$ cat src/dscm_pkg.sv
// Package: register map, field layouts and fault codes for the serial command map
package dscm_pkg;
    localparam logic [15:0] ADDR_DRIVE_CONTROL = 16'h2000;
    localparam logic [15:0] ADDR_FREQ_SETPOINT = 16'h2001;
    localparam logic [15:0] ADDR_FAULT_RESET = 16'h2002;
    localparam logic [15:0] ADDR_FAULT_CODE = 16'h2100;
    localparam logic [15:0] RESET_WORD = 16'h0000;
    localparam int CTL_RUN_LSB = 0;
    localparam int CTL_DIR_LSB = 4;
    localparam int CTL_RAMP_LSB = 6;
    localparam int FR_EXT_FAULT_BIT = 0;
    localparam int FR_CLEAR_BIT = 1;
    localparam logic [1:0] CMD_NONE = 2'h0;
    localparam logic [1:0] CMD_STOP = 2'h1;
    localparam logic [1:0] CMD_RUN = 2'h2;
    localparam logic [1:0] CMD_JOG_RUN = 2'h3;
    localparam logic [1:0] DIR_NONE = 2'h0;
    localparam logic [1:0] DIR_FWD = 2'h1;
    localparam logic [1:0] DIR_REV = 2'h2;
    localparam logic [1:0] DIR_TOGGLE = 2'h3;
    localparam logic [1:0] RAMP_SET_ONE = 2'h0;
    localparam logic [1:0] RAMP_SET_TWO = 2'h1;
    localparam int NUM_FAULTS = 27;
    localparam logic [15:0] FC_NONE = 16'h0000;
    localparam logic [15:0] FC_OVERCURRENT = 16'h0001;
    localparam logic [15:0] FC_OVERVOLTAGE = 16'h0002;
    localparam logic [15:0] FC_SWITCH_OVERHEAT = 16'h0003;
    localparam logic [15:0] FC_DRIVE_OVERLOAD = 16'h0005;
    localparam logic [15:0] FC_OVERLOAD_ONE = 16'h0006;
    localparam logic [15:0] FC_OVERLOAD_TWO = 16'h0007;
    localparam logic [15:0] FC_EXTERNAL = 16'h0008;
    localparam logic [15:0] FC_ACCEL_OC = 16'h0009;
    localparam logic [15:0] FC_DECEL_OC = 16'h000A;
    localparam logic [15:0] FC_STEADY_OC = 16'h000B;
    localparam logic [15:0] FC_GROUND = 16'h000C;
    localparam logic [15:0] FC_PHASE_LOSS = 16'h000E;
    localparam logic [15:0] FC_AUTO_RAMP = 16'h0010;
    localparam logic [15:0] FC_SW_PROTECT = 16'h0011;
    localparam logic [15:0] FC_PS_WRITE = 16'h0012;
    localparam logic [15:0] FC_PS_READ = 16'h0013;
    localparam logic [15:0] FC_HPF_COMBINED = 16'h0014;
    localparam logic [15:0] FC_HPF_OVERVOLT = 16'h0015;
    localparam logic [15:0] FC_HPF_GROUND = 16'h0016;
    localparam logic [15:0] FC_HPF_OVERCURRENT = 16'h0017;
    localparam logic [15:0] FC_U_PHASE = 16'h0018;
    localparam logic [15:0] FC_V_PHASE = 16'h0019;
    localparam logic [15:0] FC_W_PHASE = 16'h001A;
    localparam logic [15:0] FC_DC_BUS = 16'h001B;

    typedef struct packed {
        logic req;
        logic write;
        logic [15:0] addr;
        logic [15:0] wdata;
    } dscm_req_s;

    typedef struct packed {
        logic ack;
        logic err;
        logic [15:0] rdata;
    } dscm_rsp_s;

    typedef struct packed {
        logic run;
        logic jog;
        logic reverse;
        logic ramp_set_two;
    } dscm_drive_s;
endpackage

$ cat src/dscm_fault_encoder.sv
// Fault encoder: priority-encodes raw fault sources into a fault code
module dscm_fault_encoder (
    input wire logic [26:0] fault_src,
    output logic [15:0] fault_code
);
    // Bit i of fault_src maps to table entry i; lowest index wins
    function automatic logic [15:0] code_of(input logic [4:0] idx);
        logic [15:0] c;
        c = dscm_pkg::FC_NONE;
        case (idx)
            5'd0: c = dscm_pkg::FC_OVERCURRENT;
            5'd1: c = dscm_pkg::FC_OVERVOLTAGE;
            5'd2: c = dscm_pkg::FC_SWITCH_OVERHEAT;
            5'd3: c = dscm_pkg::FC_DRIVE_OVERLOAD;
            5'd4: c = dscm_pkg::FC_OVERLOAD_ONE;
            5'd5: c = dscm_pkg::FC_OVERLOAD_TWO;
            5'd6: c = dscm_pkg::FC_EXTERNAL;
            5'd7: c = dscm_pkg::FC_ACCEL_OC;
            5'd8: c = dscm_pkg::FC_DECEL_OC;
            5'd9: c = dscm_pkg::FC_STEADY_OC;
            5'd10: c = dscm_pkg::FC_GROUND;
            5'd11: c = dscm_pkg::FC_PHASE_LOSS;
            5'd12: c = dscm_pkg::FC_AUTO_RAMP;
            5'd13: c = dscm_pkg::FC_SW_PROTECT;
            5'd14: c = dscm_pkg::FC_PS_WRITE;
            5'd15: c = dscm_pkg::FC_PS_READ;
            5'd16: c = dscm_pkg::FC_HPF_COMBINED;
            5'd17: c = dscm_pkg::FC_HPF_OVERVOLT;
            5'd18: c = dscm_pkg::FC_HPF_GROUND;
            5'd19: c = dscm_pkg::FC_HPF_OVERCURRENT;
            5'd20: c = dscm_pkg::FC_U_PHASE;
            5'd21: c = dscm_pkg::FC_V_PHASE;
            5'd22: c = dscm_pkg::FC_W_PHASE;
            5'd23: c = dscm_pkg::FC_DC_BUS;
            default: c = dscm_pkg::FC_NONE;
        endcase
        return c;
    endfunction

    always_comb begin
        fault_code = dscm_pkg::FC_NONE;
        for (int i = dscm_pkg::NUM_FAULTS - 4; i >= 0; i--) begin
            if (fault_src[i]) begin
                fault_code = code_of(5'(i));
            end
        end
    end
endmodule

$ cat src/dscm_command_map.sv
// Top: serial command/status register map of the motor drive
// What this block does
// Parameter address: high byte is group, low byte is number within group.
// A parameter read command requests exactly one parameter.
// Control bits 1:0: none, stop, run, jog plus run.
// Control bits 5:4: none, forward, reverse, toggle present direction.
// Control bits 7:6 select first or second ramp time set.
// Fault/reset bit 0 set raises the external fault.
// Fault/reset bit 1 clears latched fault; reserved bits ignored.
// Setpoint write updates commanded frequency for serial frequency source.
// Fault code reads zero when no fault occurred.
// Codes 1-3: over-current, over-voltage, switch overheat.
// Codes 5-8: overload, overload one, overload two, external fault.
// Codes 9-11: twice rated current in accel, decel, steady run.
// Code 12 ground fault, code 14 input phase loss.
// Code 16 auto ramp failure, code 17 software protection.
// Code 18 power stage write failure, 19 read failure.
// Codes 20-23: hardware protection failures.
// Codes 24-26 phase errors, 27 DC bus error.
// Codes 4, 13 and 15 are never reported.
module dscm_command_map (
    input wire logic clk,
    input wire logic rst,
    input wire dscm_pkg::dscm_req_s bus_req,
    input wire logic [26:0] fault_in,
    output dscm_pkg::dscm_rsp_s bus_rsp,
    output dscm_pkg::dscm_drive_s drive_cmd,
    output logic [15:0] freq_setpoint,
    output logic freq_update,
    output logic stop_pulse,
    output logic [7:0] param_group,
    output logic [7:0] param_number,
    output logic param_write,
    output logic param_read,
    output logic [15:0] param_wdata,
    output logic [15:0] fault_code,
    output logic fault_active
);
    logic [26:0] fault_sync1_ff;
    logic [26:0] fault_sync2_ff;
    logic [26:0] fault_latch_ff;
    logic ext_fault_ff;
    logic [15:0] code_now;
    logic [26:0] nxt_latch;
    logic is_ctl;
    logic is_freq;
    logic is_fr;
    logic is_code;
    logic is_param;
    logic wr_ctl;
    logic wr_fr;
    logic clear_req;

    // Decode: an address with high byte below 20h is a parameter address; other non-fixed addresses are unmapped
    always_comb begin
        is_ctl = 1'b0;
        is_freq = 1'b0;
        is_fr = 1'b0;
        is_code = 1'b0;
        is_param = 1'b0;
        if (bus_req.addr == dscm_pkg::ADDR_DRIVE_CONTROL) begin
            is_ctl = 1'b1;
        end else if (bus_req.addr == dscm_pkg::ADDR_FREQ_SETPOINT) begin
            is_freq = 1'b1;
        end else if (bus_req.addr == dscm_pkg::ADDR_FAULT_RESET) begin
            is_fr = 1'b1;
        end else if (bus_req.addr == dscm_pkg::ADDR_FAULT_CODE) begin
            is_code = 1'b1;
        end else if (bus_req.addr[15:8] < 8'h20) begin
            is_param = 1'b1;
        end
    end

    assign wr_ctl = bus_req.req && bus_req.write && is_ctl;
    assign wr_fr = bus_req.req && bus_req.write && is_fr;
    assign clear_req = wr_fr && bus_req.wdata[dscm_pkg::FR_CLEAR_BIT];

    // Fault inputs cross from outside logic through two flops
    always_ff @(posedge clk or posedge rst) begin
        if (rst) begin
            fault_sync1_ff <= '0;
            fault_sync2_ff <= '0;
        end else begin
            fault_sync1_ff <= fault_in;
            fault_sync2_ff <= fault_sync1_ff;
        end
    end

    // External fault from serial write; clear loses to a new set
    always_ff @(posedge clk or posedge rst) begin
        if (rst) begin
            ext_fault_ff <= 1'b0;
        end else if (wr_fr && bus_req.wdata[dscm_pkg::FR_EXT_FAULT_BIT]) begin
            ext_fault_ff <= 1'b1;
        end else if (clear_req) begin
            ext_fault_ff <= 1'b0;
        end
    end

    // Sticky fault latch; a present source survives a clear
    always_comb begin
        nxt_latch = fault_latch_ff | fault_sync2_ff;
        nxt_latch[6] = nxt_latch[6] | ext_fault_ff;
        if (clear_req) begin
            nxt_latch = fault_sync2_ff;
        end
    end

    always_ff @(posedge clk or posedge rst) begin
        if (rst) begin
            fault_latch_ff <= '0;
        end else begin
            fault_latch_ff <= nxt_latch;
        end
    end

    dscm_fault_encoder u_enc (
        .fault_src(fault_latch_ff),
        .fault_code(code_now)
    );

    always_ff @(posedge clk or posedge rst) begin
        if (rst) begin
            fault_code <= dscm_pkg::FC_NONE;
            fault_active <= 1'b0;
        end else begin
            fault_code <= code_now;
            fault_active <= (code_now != dscm_pkg::FC_NONE);
        end
    end

    // Run, direction and ramp set from control word
    always_ff @(posedge clk or posedge rst) begin
        if (rst) begin
            drive_cmd <= '0;
            stop_pulse <= 1'b0;
        end else begin
            stop_pulse <= 1'b0;
            if (wr_ctl) begin
                case (bus_req.wdata[dscm_pkg::CTL_RUN_LSB +: 2])
                    dscm_pkg::CMD_STOP: begin
                        drive_cmd.run <= 1'b0;
                        drive_cmd.jog <= 1'b0;
                        stop_pulse <= 1'b1;
                    end
                    dscm_pkg::CMD_RUN: begin
                        drive_cmd.run <= 1'b1;
                        drive_cmd.jog <= 1'b0;
                    end
                    dscm_pkg::CMD_JOG_RUN: begin
                        drive_cmd.run <= 1'b1;
                        drive_cmd.jog <= 1'b1;
                    end
                    default: begin
                    end
                endcase
                case (bus_req.wdata[dscm_pkg::CTL_DIR_LSB +: 2])
                    dscm_pkg::DIR_FWD: drive_cmd.reverse <= 1'b0;
                    dscm_pkg::DIR_REV: drive_cmd.reverse <= 1'b1;
                    dscm_pkg::DIR_TOGGLE: drive_cmd.reverse <= ~drive_cmd.reverse;
                    default: begin
                    end
                endcase
                case (bus_req.wdata[dscm_pkg::CTL_RAMP_LSB +: 2])
                    dscm_pkg::RAMP_SET_ONE: drive_cmd.ramp_set_two <= 1'b0;
                    dscm_pkg::RAMP_SET_TWO: drive_cmd.ramp_set_two <= 1'b1;
                    default: begin
                    end
                endcase
            end
        end
    end

    // Frequency setpoint
    always_ff @(posedge clk or posedge rst) begin
        if (rst) begin
            freq_setpoint <= dscm_pkg::RESET_WORD;
            freq_update <= 1'b0;
        end else begin
            freq_update <= bus_req.req && bus_req.write && is_freq;
            if (bus_req.req && bus_req.write && is_freq) begin
                freq_setpoint <= bus_req.wdata;
            end
        end
    end

    // Parameter access forwarded by group and number
    always_ff @(posedge clk or posedge rst) begin
        if (rst) begin
            param_group <= 8'h00;
            param_number <= 8'h00;
            param_write <= 1'b0;
            param_read <= 1'b0;
            param_wdata <= dscm_pkg::RESET_WORD;
        end else begin
            param_write <= bus_req.req && bus_req.write && is_param;
            param_read <= bus_req.req && !bus_req.write && is_param;
            if (bus_req.req && is_param) begin
                param_group <= bus_req.addr[15:8];
                param_number <= bus_req.addr[7:0];
                param_wdata <= bus_req.wdata;
            end
        end
    end

    // Response: one cycle after request; wrong direction or unmapped flags err
    always_ff @(posedge clk or posedge rst) begin
        if (rst) begin
            bus_rsp <= '0;
        end else begin
            bus_rsp.ack <= bus_req.req;
            bus_rsp.rdata <= dscm_pkg::RESET_WORD;
            bus_rsp.err <= 1'b0;
            if (bus_req.req) begin
                if (is_code && !bus_req.write) begin
                    bus_rsp.rdata <= code_now;
                end else if ((is_ctl || is_freq || is_fr) && bus_req.write) begin
                    bus_rsp.err <= 1'b0;
                end else if (is_param) begin
                    bus_rsp.err <= 1'b0;
                end else begin
                    bus_rsp.err <= 1'b1;
                end
            end
        end
    end
endmodule

$ cat config.mk
export PLATFORM = sky130hd
export DESIGN_NAME = dscm_command_map
export DESIGN_NICKNAME = d
export VERILOG_FILES = /design/src/dscm_pkg.sv /design/src/dscm_fault_encoder.sv /design/src/dscm_command_map.sv
export SDC_FILE = /design/constraint.sdc
export NUM_CORES = 1
export LEC_CHECK = 0
export BUFFER_PORTS_ARGS = -buffer_cell sky130_fd_sc_hd__clkbuf_2
export CAP_MARGIN = 15
export CORE_MARGIN = 2
export CORE_UTILIZATION = 30
export DETAILED_ROUTE_END_ITERATION = 10
export PLACE_DENSITY = 0.51
export REMOVE_ABC_BUFFERS = 1
export SLEW_MARGIN = 20
export SYNTH_ARGS = -nofsm -noshare
export SYNTH_HDL_FRONTEND = slang
export SYNTH_SLANG_ARGS = --single-unit
$ cat constraint.sdc
create_clock -name clk -period 6.5 [get_ports clk]
set_input_delay 1.3 -clock clk [delete_from_list [all_inputs] [get_ports clk]]
set_output_delay 1.3 -clock clk [all_outputs]
set_load 0.01 [all_outputs]
==> reports/summary.md, run 1 <==
After floorplanning, the core was sized to cover 16500 um2. The tools report the terminating pin of the worst hold path as fault_sync2_ff[14]. The number of flops mapped to enable cells by yosys was 0; the count of synthesis-stage warnings from yosys was 0.

Buffers inserted during clock tree synthesis total 17. In this run the biggest area consumer among cell types represents 70.8% of the synthesized area. The worst register-to-register path ends at bus_rsp[2]. The floorplan step set the die width to 133 um.

The floorplan has 47 rows. The highest attainable clock frequency was 320 MHz. The worst register-to-register path has a setup slack of 4590 ps. Post-CTS repair changed the size of 0 cells. Dividing total power by cell area gives a power density of 324 nW/um2. After global routing the overflow that remains totals 0. The post-route clock period utilization was 48.0%; the slew at the pin closest to its max-slew limit was 840 ps. Data on the critical path is required at its endpoint by 6810 ps. The path class of the tightest hold or removal check is reg2reg. The logs give 40 for the number of library cell types mapped by synthesis and 0 for the number of remaining DRC errors.

The number of antenna violations at the first check in global routing came out at 0. The clock passes through at most 2 buffers. For the number of hold-slack violations in the final timing report, the log shows 0. In the global route stage, overall resource usage came out at 12.2%. Clock tree synthesis found a total of 142 sinks.

Average instance area after synthesis: 13.5 um2. The initial standard-cell utilization of the core came out at 30.5%. The placer congestion estimate was 0.757. The startpoint of the tightest hold check path is fault_sync1_ff[14]. In this run the worst path has a maximum fanout of 25. STA puts the critical path data arrival time at 3430 ps. The post-route netlist has 37.7% of its cells at a drive strength greater than 1. IR analysis of the VDD net gives a maximum drop of 0.176 mV. The final max-slew violation count is 0.

Setup repair after global routing left no endpoint under its margin. Setup slack closes at 3380 ps. The number of synthesized register bits works out to 142. The cell depth of the worst hold path was 0; the clock transition at the register clock pins on the worst setup and hold paths after CTS was 60 ps. The floorplan step defined a die boundary enclosing 17800 um2.

In the synthesized netlist the async set-or-reset flop fraction comes to 100%. The routed layout has 3175 vias. Yosys attributes the largest share of cell area to dfrtp_1, mux2_2, nand2_1, a21o_1, buf_4. The largest area contributor in the synthesized netlist is dfrtp_1. The logic depth of the worst register-to-register path is 5. The detailed router finished its first iteration with 138 violations. After routing, the total negative slack on setup checks comes to 0 ps. The first TritonRoute pass finished after 4 iterations.

The post-DP HPWL came out at 7040 um. During I/O placement, the number of pins put on the boundary was 154. The run gives 96 as the largest net degree at the start of global routing. The run gives 16800 um as the wire length of the first global-routing pass. The run gives 5020 um2 as the cell area after synthesis. Setup clock skew after layout: 4.58 ps.

The run finished with clean final reports. The later pin in the worst-skew pair is clocked with a latency of 420 ps. The number of hold buffers added after CTS was 0.

Total placed cells including tap cells: 713. The detail-routed via count per cell works out to 4.26. The most common flop cell mapped by yosys was dfrtp_1. The number of H-tree branching levels was 4.

The die extent in y was 133 um; the number of setup violations in the final report was 0. After the flow finishes, the layout carries non-filler instances totaling 745. Relative to the synthesized area, the layout overhead comes to 28.3%. Buffers added to address setup during post-CTS repair amount to 0. The worst setup path is of the in2reg kind. For the worst slew margin relative to its limit, the log shows 44.0%. The tools report the element type at the critical path end as a register.

At the end of the flow, the number of nets in the layout was 575. The final layout contains routed wiring with a total length of 10100 um. At the end of the flow the core is filled with cells to 39.1%. Before CTS, the worst setup slack after placement is 2860 ps. Via count of the first global-routing pass: 3204.

Sequential cells were found to cover 70.8% of the synthesized design area. Source of the worst register-to-register timing path: fault_latch_ff[15]. The analysis attributes to cell leakage a power of 3.11 nW. The tree is rooted in a clkbuf_16. The tools report the remaining antenna violation count as 0. The final period demand of the worst path came out at 3120 ps. The routed length per instance is 13.5 um, and the max-capacitance violation count is 0. Number of cells produced by synthesis: 371. TritonCTS built the clock tree.

The count of antenna diodes in the layout is 0, and the count of buffers from port buffering is 128. STA classifies the critical path startpoint as an input pin.
==> layout make-up <==
type                    count  area [um2]
multi-input cells         210        1310
flip-flops and latches    142        3550
clock inverters            14         160
fillers                  1617       10000
inverters                  10        42.5
well taps                 220         275
clock buffers              18         439
repair buffers            131         663
==> cell families after synthesis <==
| group | after synthesis | share of synthesized area, % |
|---|---|---|
| other cells | 1 | 0.0747 |
| flops | 142 | 70.8 |
| simple gates | 110 | 10.6 |
| compound gates | 48 | 7.10 |
| buf+inv | 40 | 4.76 |
| mux | 30 | 6.73 |
==> worst max path at each step <==
stage                         endpoint        start
finish              fault_latch_ff[15]  bus_req[19]
global placement    fault_latch_ff[15]  bus_req[19]
CTS                 fault_latch_ff[15]  bus_req[19]
floorplan                   bus_rsp[0]          rst
detailed placement  fault_latch_ff[15]  bus_req[19]
global route        fault_latch_ff[15]  bus_req[19]
==> worst max-delay path: stages <==
cell and delay, ps:
clkbuf_2 90, nor4_1 400, and4_1 330, nor3b_4 290, nand4_2 590, a21o_2 410
==> synth_stat cells, types with 2 or more instances <==
library cell / number
clkbuf_1: 3
buf_2: 5
o22ai_1: 2
and3_1: 2
nor2_1: 17
buf_4: 22
a31oi_1: 2
dfrtp_1: 142
mux2_2: 29
nor2b_1: 5
nand2b_1: 4
a211oi_1: 2
nand2_1: 54
inv_1: 10
nand4_1: 3
o21ai_0: 5
a21o_1: 22
nor3b_1: 3
nor3_1: 6
a21oi_1: 5
nor4_1: 9
==> through the flow <==
step / hold slack (ps) / total power [mW] / cell area (um2)
floorplan: 331 / 1.06 / 4900
global placement: 335 / 1.13 / 5840
detailed placement: 335 / 1.14 / 5840
CTS: 349 / 2.12 / 6440
global route: 349 / 2.18 / 6440
finish: 348 / 2.09 / 6440
==> power breakdown <==
group | total, mW | switching, mW | internal, mW
registers | 0.964 | 0.0241 | 0.940
logic | 0.154 | 0.0829 | 0.0715
clock network | 0.969 | 0.411 | 0.558
total | 2.09 | 0.518 | 1.57
==> routing by layer <==
metal / part of all wire, % / track usage [%] / vias up
li1: - / - / 1501
met1: 47 / 16.8 / 1563
met2: 46 / 17.9 / 100
met3: 4.9 / 3.27 / 11
met4: 1.8 / 5.67 / 0
met5: 0 / 0 / -
==> cells in the final DEF, fill, tap and decap left out, types with 2 or more instances in the layout <==
cell and count:
nor3b_1 3, a211oi_1 2, conb_1 22, mux2_2 29, nand4_1 3, nand2_1 54
inv_8 4, o21ai_0 5, clkbuf_16 17, nand2b_1 4, a31oi_1 2, clkbuf_2 128
a21o_1 22, nor4_1 9, a21oi_1 5, inv_6 7, inv_1 9, buf_4 3
o22ai_1 2, dfrtp_1 142, and3_1 2, nor2_1 17, nor2b_1 5, nor3_1 6
==> flip-flops by register name (all words and copies together), names as in the netlist <==
| signal | flops |
|---|---|
| bus_rsp | 7 |
| fault_sync1_ff | 24 |
| fault_code | 5 |
| param_group | 8 |
| freq_setpoint | 16 |
| param_wdata | 16 |
| param_number | 8 |
| stop_pulse | 1 |
| freq_update | 1 |
| param_write | 1 |
| fault_active | 1 |
| param_read | 1 |
| ext_fault_ff | 1 |
| drive_cmd | 4 |
| fault_latch_ff | 24 |
| fault_sync2_ff | 24 |
(Power assumes the default switching activity.)
==> run 2: changes to the inputs <==
==> constraint.sdc (replaced) <==
create_clock -name clk -period 3.25 [get_ports clk]
set_input_delay 0.65 -clock clk [delete_from_list [all_inputs] [get_ports clk]]
set_output_delay 0.65 -clock clk [all_outputs]
set_load 0.01 [all_outputs]
==> run 2 against run 1 <==
First-iteration DRC count is 0.72% lower. Die area stayed put. Setup slack lost 2200 ps. Global-route usage barely moved. Clock skew grew 2.0 ps. Register-to-register slack got worse by 3300 ps. Critical path type unchanged. Largest cell class unchanged. Largest power group is now sequential cells.
==> reports/summary.md, run 2 (synthesis gave the netlist of run 1 again) <==
After detailed routing, the average wire length per cell comes to 13.8 um. The logs give 0 for the number of antenna violations at the first check in global routing and 476 MHz for the highest attainable clock frequency. Summing all placed instances gives a cell area of 5860 um2. The largest net degree at the start of global routing is 81. The tools report the number of clock buffers inserted by TritonCTS as 17. At the end of routability-driven placement, the weighted congestion stood at 0.759. For the worst flop-to-flop path, the logic depth is 5. The HPWL after detailed placement is 7150 um. For the max-capacitance violation count, the log shows 0.

Type of element launching the critical path: an input pin. Setup violations remaining at the end of the flow were counted as 0. The via count of the first global-routing pass was 3198; the remaining global-route overflow was 0. Along the worst path, the maximum fanout reaches 6. The detail route stage leaves a number of antenna-violating nets equal to 0.

The final-layout fill cell count is 1594, and the fraction of layout cells with a size suffix above 1 is 37.7%. STA puts the critical path data arrival time at 2400 ps. The path category of the worst min-delay check is in2async. In the routed design, unresolved DRC markers number 0. The number of nets at the end of the flow is 576. The die is 133 um wide. All-layer global routing usage: 12.2%. The root buffer cell chosen for the clock tree is clkbuf_16. For this run, the detailed router's first-pass iteration total came to 4. In this run the tightest slew margin relative to its limit is 58.3%.

After floorplanning, the core was divided into 47 placement rows. The flow ran to the end, and the final reports show no timing, DRC or antenna violations. The area of the core is 16500 um2, and the maximum resistive drop on vdd is 0.359 mV. For this design the static power due to leakage is 3.10 nW.

The first global-routing pass estimated 16600 um of wire. The minimum setup slack in the final design is 1150 ps. From bottom edge to top edge, the die measures 133 um. TritonCTS built the clock tree. Leaving out fill and tap cells, the most frequent cell in the layout is dfrtp_1.

The number of antenna diodes in the final layout is 0. The number of gates resized after CTS was 0. Clock-pin slew was measured on the worst setup and hold paths at 60 ps. The aggregate routed wire length is 10300 um, and the number of H-tree branching levels is 4. The library cells used most frequently in the layout, excluding fill and tap cells, are dfrtp_1, clkbuf_2, nand2_1, mux2_2.

Required time of the worst setup path: 3560 ps. Setup repair after global routing left no endpoint under its margin. CTS saw 142 sinks. The capture point of the critical path was drive_cmd[0]. The tools report the source of the critical timing path as bus_req[19]. The worst setup path is of the in2reg kind. The tools report the capture point of the worst reg-to-reg path as bus_rsp[2].

The run gives 0 as the final max-slew violation count. Across the routed clock network, the largest skew measured is 6.60 ps. The worst slack at placement came out at 636 ps. The detailed router placed 3153 vias in this run. The run gives 17800 um2 as the area of the die. The finished cells cover 6450 um2.

The run gives 420 ps as the clock latency at the later pin of the worst-skew pair. During placement, the flow inserted port buffers numbering 128. During I/O placement, the number of pins put on the boundary was 154. In this run, the number of DRC markers left after iteration 0 of detailed routing was 137. In the final layout, the registers with the most flip-flops are fault_latch_ff: 24 flops, fault_sync1_ff: 24 flops, fault_sync2_ff: 24 flops. The setup check on the worst reg-to-reg path leaves a slack of 1300 ps. For this design the ratio of total power to cell area is 645 nW/um2. The source of the worst register-to-register timing path was fault_latch_ff[15]. For this design, the CTS-stage hold fixing added 0 buffers. The element type at the critical path end is a register. The worst path needs 2100 ps of the cycle, external delays included.

The detail-routed via count per cell was 4.23. The area overhead of the layout relative to synthesis is 28.5%, and the post-CTS setup buffer count is 0. The initial utilization of the core area, before any placement, comes to 30.5%. The clock passes through at most 2 buffers. In the finished design, the share of the clock period the worst path needs comes to 64.6%. The run gives 0 as the number of hold-slack violations in the final timing report.

For the pin with the worst max-slew slack, the measured transition is 625 ps.
-- run 2: report_power, final --
group	internal, mW	switching, mW	total, mW
Sequential	1.88	0.0481	1.93
Clock	1.16	0.761	1.92
Combinational	0.145	0.168	0.313
-- run 2: layout make-up --
cell class,count,area (um2),share of cell area [%]
Inverter,10,42.5,0.659
Timing Repair Buffer,132,683,10.6
Tap cell,220,275,4.26
Clock inverter,13,153,2.36
Sequential cell,142,3550,55.0
Clock buffer,18,439,6.80
Multi-Input combinational cell,210,1310,20.3
-- run 2: routing by layer --
metal  GRT usage (%)  part of all wire, %  vias up
met5               0                    0        -
met4            5.38                  1.3        0
met3            4.07                  5.8       14
met2            18.2                   46      103
met1            16.3                   47     1531
li1                -                    -     1505
-- run 2: worst max-delay path: stages --
cell      delay [ps]
clkbuf_2          90
nor4_1           400
and4_1           310
nor3b_4          290
and2_2           270
nand2b_1          80
mux2_1           310
-- run 2: worst min-delay path by stage --
stage | start | to | slack [ps] | cells after the start
after floorplan | fault_sync1_ff[0] | fault_sync2_ff[0] | 330 | 0
after global placement | fault_sync1_ff[19] | fault_sync2_ff[19] | 330 | 0
after detailed placement | fault_sync1_ff[11] | fault_sync2_ff[11] | 340 | 0
after CTS | rst | fault_sync1_ff[16] | 300 | 2
after global routing | fault_in[19] | fault_sync1_ff[19] | 310 | 1
final | rst | fault_sync1_ff[16] | 280 | 2
-- run 2: stage by stage --
step | power (mW) | util (%) | cells | hold WS, ps | setup TNS, ps
CTS | 4.23 | 39.2 | 745 | 302 | 0
global placement | 2.27 | 35.6 | 714 | 334 | 0
detailed placement | 2.28 | 35.6 | 714 | 336 | 0
floorplan | 2.11 | - | 362 | 331 | -171760
global route | 4.35 | 39.2 | 745 | 305 | 0
finish | 4.16 | 39.2 | 745 | 278 | 0
